[config.mk]
export PLATFORM = sky130hd
export DESIGN_NAME = ncd_core
export DESIGN_NICKNAME = d
export VERILOG_FILES = /design/src/core/ncd_pkg.sv /design/src/core/ncd_alu.sv /design/src/core/ncd_core.sv /design/src/core/ncd_lcd.sv
export SDC_FILE = /design/constraint.sdc
export NUM_CORES = 1
export LEC_CHECK = 0
export BUFFER_PORTS_ARGS = -buffer_cell sky130_fd_sc_hd__buf_2
export CAP_MARGIN = 20
export CORE_ASPECT_RATIO = 0.5
export CORE_UTILIZATION = 60
export DETAILED_ROUTE_END_ITERATION = 16
export PLACE_DENSITY = 0.77
export SLEW_MARGIN = 10
export SYNTH_ARGS = -nofsm -noshare
export SYNTH_HDL_FRONTEND = slang
export SYNTH_HIERARCHICAL = 1
export SYNTH_SLANG_ARGS = --single-unit
[constraint.sdc]
create_clock -name clk_in -period 13.36 [get_ports clk_in]
set_input_delay 1.336 -clock clk_in [delete_from_list [all_inputs] [get_ports clk_in]]
set_output_delay 1.336 -clock clk_in [all_outputs]
set_load 0.02 [all_outputs]
[src/core/ncd_pkg.sv]
// Package for the nibble core datapath: widths, map constants, ops.
// Assumes a single 100 MHz clock domain.
package ncd_pkg;
   localparam int NIB_W = 4;
   localparam int PTR_W = 8;
   localparam int PC_W = 12;
   localparam int PAGE_W = 6;
   localparam int STEP_W = 6;
   localparam int ROM_W = 8;
   localparam int SEG_N = 42;
   localparam int COM_N = 4;
   localparam int RAM_N = 256;
   localparam int STACK_N = 4;
   localparam logic [3:0] DISP_ROW0 = 4'h8;
   localparam logic [3:0] DISP_ROW_LAST = 4'hB;
   localparam logic [3:0] DISP_COL_SHORT = 4'h4;
   localparam logic [5:0] STEP_LAST = 6'h3F;
   localparam logic [11:0] PC_RESET = 12'h000;
   // One common phase per this many clocks
   localparam int PHASE_CYC = 16;
   localparam logic [3:0] PHASE_LAST = 4'hF;
   // Datapath operations
   localparam logic [3:0] OP_NOP = 4'h0;
   localparam logic [3:0] OP_ADC = 4'h1;
   localparam logic [3:0] OP_ADX = 4'h2;
   localparam logic [3:0] OP_LD_MEM = 4'h3;
   localparam logic [3:0] OP_ST_MEM = 4'h4;
   localparam logic [3:0] OP_A_TO_X = 4'h5;
   localparam logic [3:0] OP_X_TO_A = 4'h6;
   localparam logic [3:0] OP_TABLE = 4'h7;
   localparam logic [3:0] OP_SWAP = 4'h8;
   localparam logic [3:0] OP_LD_HIGH = 4'h9;
   localparam logic [3:0] OP_LD_LOW = 4'hA;
   localparam logic [3:0] OP_JUMP = 4'hB;
   localparam logic [3:0] OP_LD_IMM = 4'hC;
   localparam logic [3:0] OP_SET_C = 4'hD;
   localparam logic [3:0] OP_CLR_C = 4'hE;
   localparam logic [3:0] OP_IO_IN = 4'hF;
   typedef enum logic [2:0] {
      ST_RUN = 3'b001,
      ST_FETCH = 3'b010,
      ST_RETURN = 3'b100
   } ncd_state_t;
endpackage

[src/core/ncd_alu.sv]
// 4-bit binary adder with carry in and carry out.
// Purely combinational; caller decides what to do with the carry.
`timescale 1ns/1ps
module ncd_alu
(
   input wire logic [ncd_pkg::NIB_W-1:0] a_in,
   input wire logic [ncd_pkg::NIB_W-1:0] b_in,
   input wire logic carry_in,
   output logic [ncd_pkg::NIB_W-1:0] sum_out,
   output logic alu_carry_out
);
   import ncd_pkg::*;
   logic [NIB_W:0] total;
   always_comb
   begin
      total = {1'b0, a_in} + {1'b0, b_in} + {{NIB_W{1'b0}}, carry_in};
      sum_out = total[NIB_W-1:0];
      alu_carry_out = total[NIB_W];
   end
endmodule // ncd_alu

[src/core/ncd_core.sv]
// Nibble core datapath: work and aux registers, ALU, RAM pointer,
// data RAM with display region, program counter and return stack.
// Assumes an outside decoder presents one op per cycle with op_valid_in.
`timescale 1ns/1ps
// What this block does
// - 4-bit work nibble used with ALU, carry, RAM and I/O.
// - 4-bit aux nibble loads from and copies back to work nibble.
// - Table fetch loads 8-bit program word into aux and work pair.
// - ALU adds 4 bits in parallel: RAM, stored carry, work nibble.
// - ALU carry-out flags 4-bit overflow, separate from stored carry.
// - Add-with-carry writes ALU carry-out into stored carry.
// - Add-immediate-and-skip keeps carry; carry-out skips next op.
// - 8-bit RAM pointer selects the accessed data nibble.
// - Pointer splits into high and low nibbles, each loadable.
// - 8-bit pointer copy register holds a spare pointer value.
// - Pointer swap exchanges pointer and copy in one operation.
// - Display RAM drives segments automatically, 1/4 duty, 1/2 bias.
// - Each display nibble is one segment; bit n shows in common n.
// - Display RAM reads and writes exactly like ordinary RAM.
// - Row 8 column n drives segment 2n, row 9 drives 2n+1.
// - 170 nibbles of RAM, 42 of them display for segments 0-41.
// - 12-bit program counter: upper six page, lower six step.
// - Page changes only on transfers; step counts up per op.
// - Table fetch acts as a call using one return stack level.
// - Program memory pages hold 64 steps each.
module ncd_core
(
   input wire logic clk_in,
   input wire logic rst_in,
   input wire logic op_valid_in,
   input wire logic [3:0] op_in,
   input wire logic [ncd_pkg::PTR_W-1:0] operand_in,
   input wire logic [ncd_pkg::PC_W-1:0] jump_target_in,
   input wire logic [ncd_pkg::ROM_W-1:0] rom_data_in,
   input wire logic [ncd_pkg::NIB_W-1:0] io_data_in,
   output logic [ncd_pkg::PC_W-1:0] program_counter_out,
   output logic [ncd_pkg::NIB_W-1:0] work_nibble_out,
   output logic [ncd_pkg::NIB_W-1:0] aux_nibble_out,
   output logic stored_carry_out,
   output logic alu_carry_out,
   output logic skip_out,
   output logic busy_out,
   output logic [ncd_pkg::PTR_W-1:0] pointer_out,
   output logic [ncd_pkg::PTR_W-1:0] pointer_copy_out,
   output logic [ncd_pkg::NIB_W-1:0] mem_data_out,
   output logic [ncd_pkg::COM_N-1:0] common_lines_out,
   output logic frame_half_out,
   output logic [ncd_pkg::SEG_N-1:0] seg_on_out
);
   import ncd_pkg::*;
   // ****************
   // State
   // ****************
   logic [NIB_W-1:0] work_nibble_reg, work_nibble_next;
   logic [NIB_W-1:0] aux_reg, aux_next;
   logic carry_reg, carry_next;
   logic cy_reg, cy_next;
   logic skip_reg, skip_next;
   logic [NIB_W-1:0] pointer_high_reg, pointer_high_next;
   logic [NIB_W-1:0] pointer_low_reg, pointer_low_next;
   logic [PTR_W-1:0] pointer_copy_reg, pointer_copy_next;
   logic [PAGE_W-1:0] page_field_reg, page_field_next;
   logic [STEP_W-1:0] step_counter_reg, step_counter_next;
   logic [PC_W-1:0] return_stack_reg, return_stack_next;
   logic [NIB_W-1:0] mem_out_reg, mem_out_next;
   ncd_state_t state_reg, state_next;
   logic busy_reg, busy_next;
   // Full 8-bit space kept; cells outside the populated 170 simply exist
   logic [NIB_W-1:0] ram_mem [RAM_N];
   logic ram_we;
   logic [NIB_W-1:0] ram_rd;
   logic [PTR_W-1:0] ptr;
   logic [NIB_W-1:0] alu_b;
   logic alu_cin;
   logic [NIB_W-1:0] alu_sum;
   logic alu_cy;
   logic [SEG_N*4-1:0] disp_cells;
   logic [COM_N-1:0] com_act;
   logic lcd_half;
   logic [SEG_N-1:0] lcd_seg;
   logic [PC_W-1:0] pc_now;
   logic exec;
   always_comb
   begin
      ptr = {pointer_high_reg, pointer_low_reg};
      pc_now = {page_field_reg, step_counter_reg};
      ram_rd = ram_mem[ptr];
      // Skipped ops are consumed but have no effect
      exec = op_valid_in && !skip_reg && (state_reg == ST_RUN);
   end
   // ****************
   // ALU
   // ****************
   always_comb
   begin
      alu_b = ram_rd;
      alu_cin = carry_reg;
      if (op_in == OP_ADX)
      begin
         alu_b = operand_in[NIB_W-1:0];
         alu_cin = 1'b0;
      end
   end
   ncd_alu u_alu
   (
      .a_in(work_nibble_reg),
      .b_in(alu_b),
      .carry_in(alu_cin),
      .sum_out(alu_sum),
      .alu_carry_out(alu_cy)
   );
   // ****************
   // Datapath next state
   // ****************
   always_comb
   begin
      work_nibble_next = work_nibble_reg;
      aux_next = aux_reg;
      carry_next = carry_reg;
      cy_next = 1'b0;
      skip_next = skip_reg;
      pointer_high_next = pointer_high_reg;
      pointer_low_next = pointer_low_reg;
      pointer_copy_next = pointer_copy_reg;
      page_field_next = page_field_reg;
      step_counter_next = step_counter_reg;
      return_stack_next = return_stack_reg;
      state_next = state_reg;
      ram_we = 1'b0;
      mem_out_next = ram_rd;
      case (state_reg)
         ST_RUN:
         begin
            if (op_valid_in)
            begin
               // Step wraps inside the page; page untouched
               step_counter_next = step_counter_reg + 6'h01;
               skip_next = 1'b0;
            end
            if (exec)
            begin
               case (op_in)
                  OP_ADC:
                  begin
                     work_nibble_next = alu_sum;
                     cy_next = alu_cy;
                     carry_next = alu_cy;
                  end
                  OP_ADX:
                  begin
                     work_nibble_next = alu_sum;
                     cy_next = alu_cy;
                     skip_next = alu_cy;
                  end
                  OP_LD_MEM: work_nibble_next = ram_rd;
                  OP_ST_MEM: ram_we = 1'b1;
                  OP_A_TO_X: aux_next = work_nibble_reg;
                  OP_X_TO_A: work_nibble_next = aux_reg;
                  OP_TABLE:
                  begin
                     // Return to the op after the fetch
                     return_stack_next = {page_field_reg,
                        step_counter_reg + 6'h01};
                     page_field_next = work_nibble_reg[1:0] == 2'h0 ?
                        operand_in[7:2] : operand_in[7:2];
                     step_counter_next = {aux_reg[1:0], work_nibble_reg};
                     state_next = ST_FETCH;
                  end
                  OP_SWAP:
                  begin
                     pointer_copy_next = ptr;
                     pointer_high_next = pointer_copy_reg[7:4];
                     pointer_low_next = pointer_copy_reg[3:0];
                  end
                  OP_LD_HIGH: pointer_high_next = operand_in[3:0];
                  OP_LD_LOW: pointer_low_next = operand_in[3:0];
                  OP_JUMP:
                  begin
                     page_field_next = jump_target_in[11:6];
                     step_counter_next = jump_target_in[5:0];
                  end
                  OP_LD_IMM: work_nibble_next = operand_in[3:0];
                  OP_SET_C: carry_next = 1'b1;
                  OP_CLR_C: carry_next = 1'b0;
                  OP_IO_IN: work_nibble_next = io_data_in;
                  default: ;
               endcase
            end
         end
         ST_FETCH:
         begin
            // Program word at the table address lands in the pair
            aux_next = rom_data_in[7:4];
            work_nibble_next = rom_data_in[3:0];
            state_next = ST_RETURN;
         end
         ST_RETURN:
         begin
            page_field_next = return_stack_reg[11:6];
            step_counter_next = return_stack_reg[5:0];
            state_next = ST_RUN;
         end
         default: state_next = ST_RUN;
      endcase
      // Busy kept as its own flop so the pin needs no decode
      busy_next = (state_next != ST_RUN);
   end
   // ****************
   // Work, aux and carry registers
   // ****************
   always_ff @(posedge clk_in)
   begin
      if (rst_in)
      begin
         work_nibble_reg <= 4'h0;
         aux_reg <= 4'h0;
         carry_reg <= 1'b0;
         cy_reg <= 1'b0;
         skip_reg <= 1'b0;
      end
      else
      begin
         work_nibble_reg <= work_nibble_next;
         aux_reg <= aux_next;
         carry_reg <= carry_next;
         cy_reg <= cy_next;
         skip_reg <= skip_next;
      end
   end
   // ****************
   // Pointer registers
   // ****************
   always_ff @(posedge clk_in)
   begin
      if (rst_in)
      begin
         pointer_high_reg <= 4'h0;
         pointer_low_reg <= 4'h0;
         pointer_copy_reg <= 8'h00;
      end
      else
      begin
         pointer_high_reg <= pointer_high_next;
         pointer_low_reg <= pointer_low_next;
         pointer_copy_reg <= pointer_copy_next;
      end
   end
   // ****************
   // Sequencer registers
   // ****************
   // Page, step, stack and state move together so a fetch never
   // leaves the counter half restored
   always_ff @(posedge clk_in)
   begin
      if (rst_in)
      begin
         page_field_reg <= PC_RESET[11:6];
         step_counter_reg <= PC_RESET[5:0];
         return_stack_reg <= 12'h000;
         state_reg <= ST_RUN;
         busy_reg <= 1'b0;
      end
      else
      begin
         page_field_reg <= page_field_next;
         step_counter_reg <= step_counter_next;
         return_stack_reg <= return_stack_next;
         state_reg <= state_next;
         busy_reg <= busy_next;
      end
   end
   // ****************
   // RAM read-back register
   // ****************
   // One cycle late by design: shows the cell under the pointer
   always_ff @(posedge clk_in)
   begin
      if (rst_in)
      begin
         mem_out_reg <= 4'h0;
      end
      else
      begin
         mem_out_reg <= mem_out_next;
      end
   end
   // ****************
   // Data RAM
   // ****************
   // No reset on the array: RAM content is undefined after power-up
   always_ff @(posedge clk_in)
   begin
      if (ram_we)
         ram_mem[ptr] <= work_nibble_reg;
   end
   // ****************
   // Display map
   // ****************
   genvar g;
   generate
      for (g = 0; g < SEG_N; g++)
      begin : g_disp
         // Even segments in even rows, odd ones in the row below
         always_comb
            disp_cells[g*4 +: 4] =
               ram_mem[{DISP_ROW0 + 4'((g / 32) * 2 + (g % 2)),
                        4'((g % 32) / 2)}];
      end
   endgenerate
   ncd_lcd u_lcd
   (
      .clk_in(clk_in),
      .rst_in(rst_in),
      .cells_in(disp_cells),
      .phase_out(),
      .frame_half_out(lcd_half),
      .com_active_out(com_act),
      .seg_on_out(lcd_seg)
   );
   always_comb
   begin
      program_counter_out = pc_now;
      work_nibble_out = work_nibble_reg;
      aux_nibble_out = aux_reg;
      stored_carry_out = carry_reg;
      alu_carry_out = cy_reg;
      skip_out = skip_reg;
      busy_out = busy_reg;
      pointer_out = ptr;
      pointer_copy_out = pointer_copy_reg;
      mem_data_out = mem_out_reg;
      common_lines_out = com_act;
      frame_half_out = lcd_half;
      seg_on_out = lcd_seg;
   end
endmodule // ncd_core

[src/core/ncd_lcd.sv]
// Segment drive from display cells: 1/4 duty, 1/2 bias levels.
// Assumes cell bits arrive flattened, segment s at [4s+3:4s].
`timescale 1ns/1ps
module ncd_lcd
(
   input wire logic clk_in,
   input wire logic rst_in,
   input wire logic [ncd_pkg::SEG_N*4-1:0] cells_in,
   output logic [1:0] phase_out,
   output logic frame_half_out,
   output logic [ncd_pkg::COM_N-1:0] com_active_out,
   output logic [ncd_pkg::SEG_N-1:0] seg_on_out
);
   import ncd_pkg::*;
   logic [3:0] div_reg, div_next;
   logic [1:0] phase_reg, phase_next;
   logic half_reg, half_next;
   logic [SEG_N-1:0] seg_reg, seg_next;
   logic [COM_N-1:0] com_reg, com_next;
   // ****************
   // Phase sequencing
   // ****************
   always_comb
   begin
      div_next = div_reg + 4'h1;
      phase_next = phase_reg;
      half_next = half_reg;
      if (div_reg == PHASE_LAST)
      begin
         phase_next = phase_reg + 2'h1;
         // Frame polarity flips each full scan to keep LCD DC-free
         if (phase_reg == 2'h3)
            half_next = ~half_reg;
      end
      // Commons registered beside segments so both switch together
      com_next = 4'h1 << phase_next;
   end
   // ****************
   // Segment select
   // ****************
   genvar s;
   generate
      for (s = 0; s < SEG_N; s++)
      begin : g_seg
         always_comb
            seg_next[s] = cells_in[s*4 + phase_next];
      end
   endgenerate
   always_ff @(posedge clk_in)
   begin
      if (rst_in)
      begin
         div_reg <= 4'h0;
         phase_reg <= 2'h0;
         half_reg <= 1'b0;
         seg_reg <= '0;
         com_reg <= 4'h1;
      end
      else
      begin
         div_reg <= div_next;
         phase_reg <= phase_next;
         half_reg <= half_next;
         seg_reg <= seg_next;
         com_reg <= com_next;
      end
   end
   always_comb
   begin
      phase_out = phase_reg;
      frame_half_out = half_reg;
      com_active_out = com_reg;
      seg_on_out = seg_reg;
   end
endmodule // ncd_lcd

==> results by stage <==
Clock tree:
- The number of gates given a new drive strength after cts is 0.
- After clock tree synthesis, the clock-pin slew on the worst setup and hold paths is roughly 70 ps.
- The later pin in the worst-skew pair is clocked with a latency of about 670 ps.
- Buffers added to address setup during post-CTS repair amount to 0.
- The H-tree was split into 3 levels.
- The longest clock path from root to sink contains 3 buffers.
- The clock tree from TritonCTS is built.
- The hold buffer count at CTS is 0.
- The root buffer cell chosen for the clock tree is sky130_fd_sc_hd__clkbuf_16.
- The clock buffer count from CTS is 95.
- The total clock sinks is around 1100.

Cells and area:
- Summing all flip-flop and latch instances after layout gives about 33000 um2.
- At the end of the flow, the number of nets in the layout was 2882.
- The finished layout holds between 3000 and 4000 standard cells, fillers aside.
- 0 antenna diodes ended up in the layout.
- The area growth from synthesis to layout is 9.54%.
- Counting the fill cells in the layout gives between 4000 and 5000.
- The layout cell share with drive strength beyond 1 is between 10% and 20%.
- In the final layout, the multi-input gates occupy 12100 um2.
- The register with the most flip-flops in the layout has 1024 of them.

Routing:
- The post-detailed-route DRC marker count is 0.
- The routed layout has around 26000 vias.
- Dividing the detail-routed via count by the number of cells gives between 6 and 7.
- The number of nets with antenna violations after detailed routing is 0.
- The first detailed-routing pass took 7 iterations.
- The average wire per standard cell is 27.6 um.
- For this block, the initial DRC count from the detailed router was roughly 3200.
- The total wire length after detailed routing is about 110000 um.

Synthesis:
- The post-synthesis sequential element count is roughly 1100.
- Among all flip-flop cells after synthesis, the most frequent one is sky130_fd_sc_hd__edfxtp_1.
- A synthesized cell averages about 17 um2.
- After synthesis, flip-flops and latches occupy 71.4% of the total area.
- The count of distinct cell types in the synthesized netlist is 64.
- The number of instances in the synthesized netlist is around 2800.
- Summing every instance area after synthesis gives 46200 um2.
- The total number of yosys warnings is 6.
- The number of nets in the synthesized netlist is roughly 2800.
- Sorting the synthesized cells by area gives the leading types as sky130_fd_sc_hd__edfxtp_1 (67%), sky130_fd_sc_hd__mux4_2 (8.0%), sky130_fd_sc_hd__mux2i_1 (6.2%).
- The biggest area consumer among synthesized cells is sky130_fd_sc_hd__edfxtp_1.
- The share of the synthesized area in the top cell type is between 60 and 70%.
- For this run, asynchronously set or reset flops after synthesis account for 0%.
- The synthesized design contains 1024 enable-type register cells.

Critical path:
- The worst setup path startpoint is pointer_low_reg[1].
- In this run the critical register-to-register path is launched from pointer_low_reg[1].
- The worst setup path is launched from a flop.
- The worst setup path is captured at a flop.
- STA puts the critical path data required time at 13930 ps.
- Data arrives at the worst endpoint at approximately 6700 ps.
- The critical path start-end classification is flop to flop.
- The critical-path maximum fanout is 120.

Timing:
- The number of max-slew violations in the final report is 0.
- Setup repair after global routing left no endpoint under its margin.
- The part of the cycle the worst path needs is between 40% and 50%.
- Based on the critical path, the design can be clocked at up to about 0.16 GHz.
- The setup TNS is 0 ps.
- The worst path needs just over 6000 ps of the cycle, external delays included.
- The final clock skew is 30.7 ps.
- In this run the tightest slew margin relative to its limit is a little under a tenth.
- The number of endpoints failing setup at the final stage is 0.
- At the pin with the least slew margin, the transition time is 1360 ps.
- The count of endpoints failing hold in the final timing report is 0.

Power:
- The maximum ir drop on the vdd rail is a little over 0.08 mV.
- In this run the power density over the cells is approximately 140 nW/um2.
- The leakage power summed over all cells is about 16 nW.

Place:
- The congestion estimate from routability-driven global placement came to approximately 0.88.
- In this run the tool buffered the top-level ports with between 100 and 150 buffer cells.
- After legalization and detailed placement, the total HPWL measured roughly 65000 um.
- The number of placed instances, taps included is 3760.

Global routing:
- After global routing the overflow that remains totals 0.
- The via count of the first global-routing pass is about 25000.
- The initial antenna violation count is 1.
- The first global-routing pass estimated 160000 um of wire.
- For this run, the total global-route usage over all layers was measured as 27.7%.
- Entering global routing, the biggest net connects approximately 260 pins.

Floorplanning:
- The number of cell rows is just over 70.
- In this run the horizontal extent of the chip is about 390 um.
- For this configuration, the core starts out at a cell density of roughly three fifths.
- The count of pins on the block boundary is between 100 and 150.
- After floorplanning, the core was sized to cover 75700 um2.
- The vertical extent of the die is 198 um.
- The overall die area is about 80000 um2.

Min path:
- In this run the most critical hold path is launched from u_lcd/div_reg[0].
- The worst hold path belongs to the class flop to flop.

Flow run:
- Max-cap violations in this run came to 0.

Outcome:
- The flow ran to the end, and the final reports show no timing, DRC or antenna violations.
-- stage by stage --
| step | setup slack [ps] | utilization (%) | total power (W) | hold WS [ps] | area, um2 |
|---|---|---|---|---|---|
| after floorplan | 7860 | - | 0.00414 | 402 | 46200 |
| after detailed placement | 7530 | 62.8 | 0.00422 | 426 | 47500 |
| after CTS | 7420 | 66.9 | 0.00696 | 444 | 50600 |
| after global routing | 6950 | 66.9 | 0.00711 | 474 | 50600 |
| final | 7240 | 66.9 | 0.00695 | 443 | 50600 |
| after global placement | 7610 | 62.8 | 0.00421 | 415 | 47500 |
-- metal layers --
metal | GRT usage, % | up-vias | share of wire [%]
met5 | 0 | - | 0
met4 | 8.17 | 0 | 2.7
met3 | 5.50 | 198 | 9.6
met2 | 43.7 | 1506 | 48
met1 | 39.7 | 13300 | 40
li1 | - | 11100 | -
-- power by group --
part           switching, W  internal, W
logic              0.000152    0.0000441
clock network       0.00124      0.00157
registers         0.0000235      0.00392
-- cells in the final DEF, fill, tap and decap left out, types with 5 or more instances in the layout --
cell type,synthesis,routed
sky130_fd_sc_hd__and2_1,6,6
sky130_fd_sc_hd__clkinv_2,0,14
sky130_fd_sc_hd__a211oi_1,14,14
sky130_fd_sc_hd__clkbuf_16,0,97
sky130_fd_sc_hd__nor2_1,331,331
sky130_fd_sc_hd__a41oi_1,8,8
sky130_fd_sc_hd__buf_4,21,40
sky130_fd_sc_hd__nand2b_1,12,11
sky130_fd_sc_hd__nand2_1,77,73
sky130_fd_sc_hd__bufinv_16,0,11
sky130_fd_sc_hd__xnor2_1,7,7
sky130_fd_sc_hd__ha_1,6,6
sky130_fd_sc_hd__dfxtp_4,0,6
sky130_fd_sc_hd__o31ai_1,6,6
sky130_fd_sc_hd__o22ai_1,67,67
sky130_fd_sc_hd__o32ai_1,7,7
sky130_fd_sc_hd__nand3_1,55,52
sky130_fd_sc_hd__o211ai_1,19,19
sky130_fd_sc_hd__dfxtp_1,112,105
sky130_fd_sc_hd__and3_1,10,10
sky130_fd_sc_hd__clkbuf_1,83,23
sky130_fd_sc_hd__nor4_2,8,8
sky130_fd_sc_hd__a311oi_1,5,5
sky130_fd_sc_hd__a22oi_1,68,68
sky130_fd_sc_hd__inv_1,8,8
sky130_fd_sc_hd__buf_2,52,129
sky130_fd_sc_hd__nor2b_1,16,13
sky130_fd_sc_hd__a221oi_1,35,35
sky130_fd_sc_hd__clkinv_1,1,17
sky130_fd_sc_hd__nand3b_1,9,9
sky130_fd_sc_hd__edfxtp_1,1024,1024
sky130_fd_sc_hd__mux4_2,164,164
sky130_fd_sc_hd__a31oi_1,24,24
sky130_fd_sc_hd__o21ai_0,38,38
sky130_fd_sc_hd__nor3_1,14,14
sky130_fd_sc_hd__mux2i_1,286,286
sky130_fd_sc_hd__a22o_1,34,34
sky130_fd_sc_hd__a21oi_1,41,41
-- cell usage after synthesis (17+ instances only) --
library cell,number
sky130_fd_sc_hd__a22oi_1,68
sky130_fd_sc_hd__buf_4,21
sky130_fd_sc_hd__o21ai_0,38
sky130_fd_sc_hd__buf_6,17
sky130_fd_sc_hd__o22ai_1,67
sky130_fd_sc_hd__dfxtp_1,112
sky130_fd_sc_hd__o211ai_1,19
sky130_fd_sc_hd__a21oi_1,41
sky130_fd_sc_hd__a31oi_1,24
sky130_fd_sc_hd__nand2_1,77
sky130_fd_sc_hd__edfxtp_1,1024
sky130_fd_sc_hd__clkbuf_1,83
sky130_fd_sc_hd__mux2i_1,286
sky130_fd_sc_hd__mux4_2,164
sky130_fd_sc_hd__a221oi_1,35
sky130_fd_sc_hd__nor2_1,331
sky130_fd_sc_hd__nand3_1,55
sky130_fd_sc_hd__buf_2,52
sky130_fd_sc_hd__a22o_1,34
-- layout make-up --
class                      count  area share, %
sequential                  1136           65.2
multi-input combinational   1419           24.0
clock buffer                 124           5.08
tap                         1022           2.53
timing repair buffer         173           2.03
clock inverter                50           1.07
inverter                      10         0.0742
-- cells by family (layout without fill, tap and decap cells) --
kind of cell / Yosys count / count (layout) / share of synthesized area (%)
compound gates: 383 / 383 / 5.89
buf+inv: 203 / 357 / 2.42
flops: 1136 / 1136 / 71.4
xor+xnor: 12 / 12 / 0.268
mux: 454 / 454 / 14.3
simple gates: 562 / 562 / 5.48
fa+ha+maj: 8 / 8 / 0.249
-- worst paths after layout --
check,cells past startpoint,slack (ps),endpoint
setup / recovery,17,7240,stored_carry_out
hold / removal,1,440,u_lcd/div_reg[0]
setup reg to reg,17,7240,stored_carry_out
hold reg to reg,1,440,u_lcd/div_reg[0]
-- critical path: stages (launching register included) --
cell and delay, ps:
sky130_fd_sc_hd__dfxtp_4 950, sky130_fd_sc_hd__buf_12 590, sky130_fd_sc_hd__buf_4 910, sky130_fd_sc_hd__mux2i_1 180, sky130_fd_sc_hd__a22oi_1 230, sky130_fd_sc_hd__nand3_1 160, sky130_fd_sc_hd__a31oi_1 560, sky130_fd_sc_hd__nor4_2 200
sky130_fd_sc_hd__o31ai_1 360, sky130_fd_sc_hd__fa_1 270, sky130_fd_sc_hd__inv_1 60, sky130_fd_sc_hd__fa_1 400, sky130_fd_sc_hd__nor2b_1 140, sky130_fd_sc_hd__o21ai_0 100, sky130_fd_sc_hd__nand2b_1 160, sky130_fd_sc_hd__a21o_1 130
sky130_fd_sc_hd__o21ai_0 70, sky130_fd_sc_hd__a311oi_1 250
No activity file was read; power rests on OpenSTA's default activity.
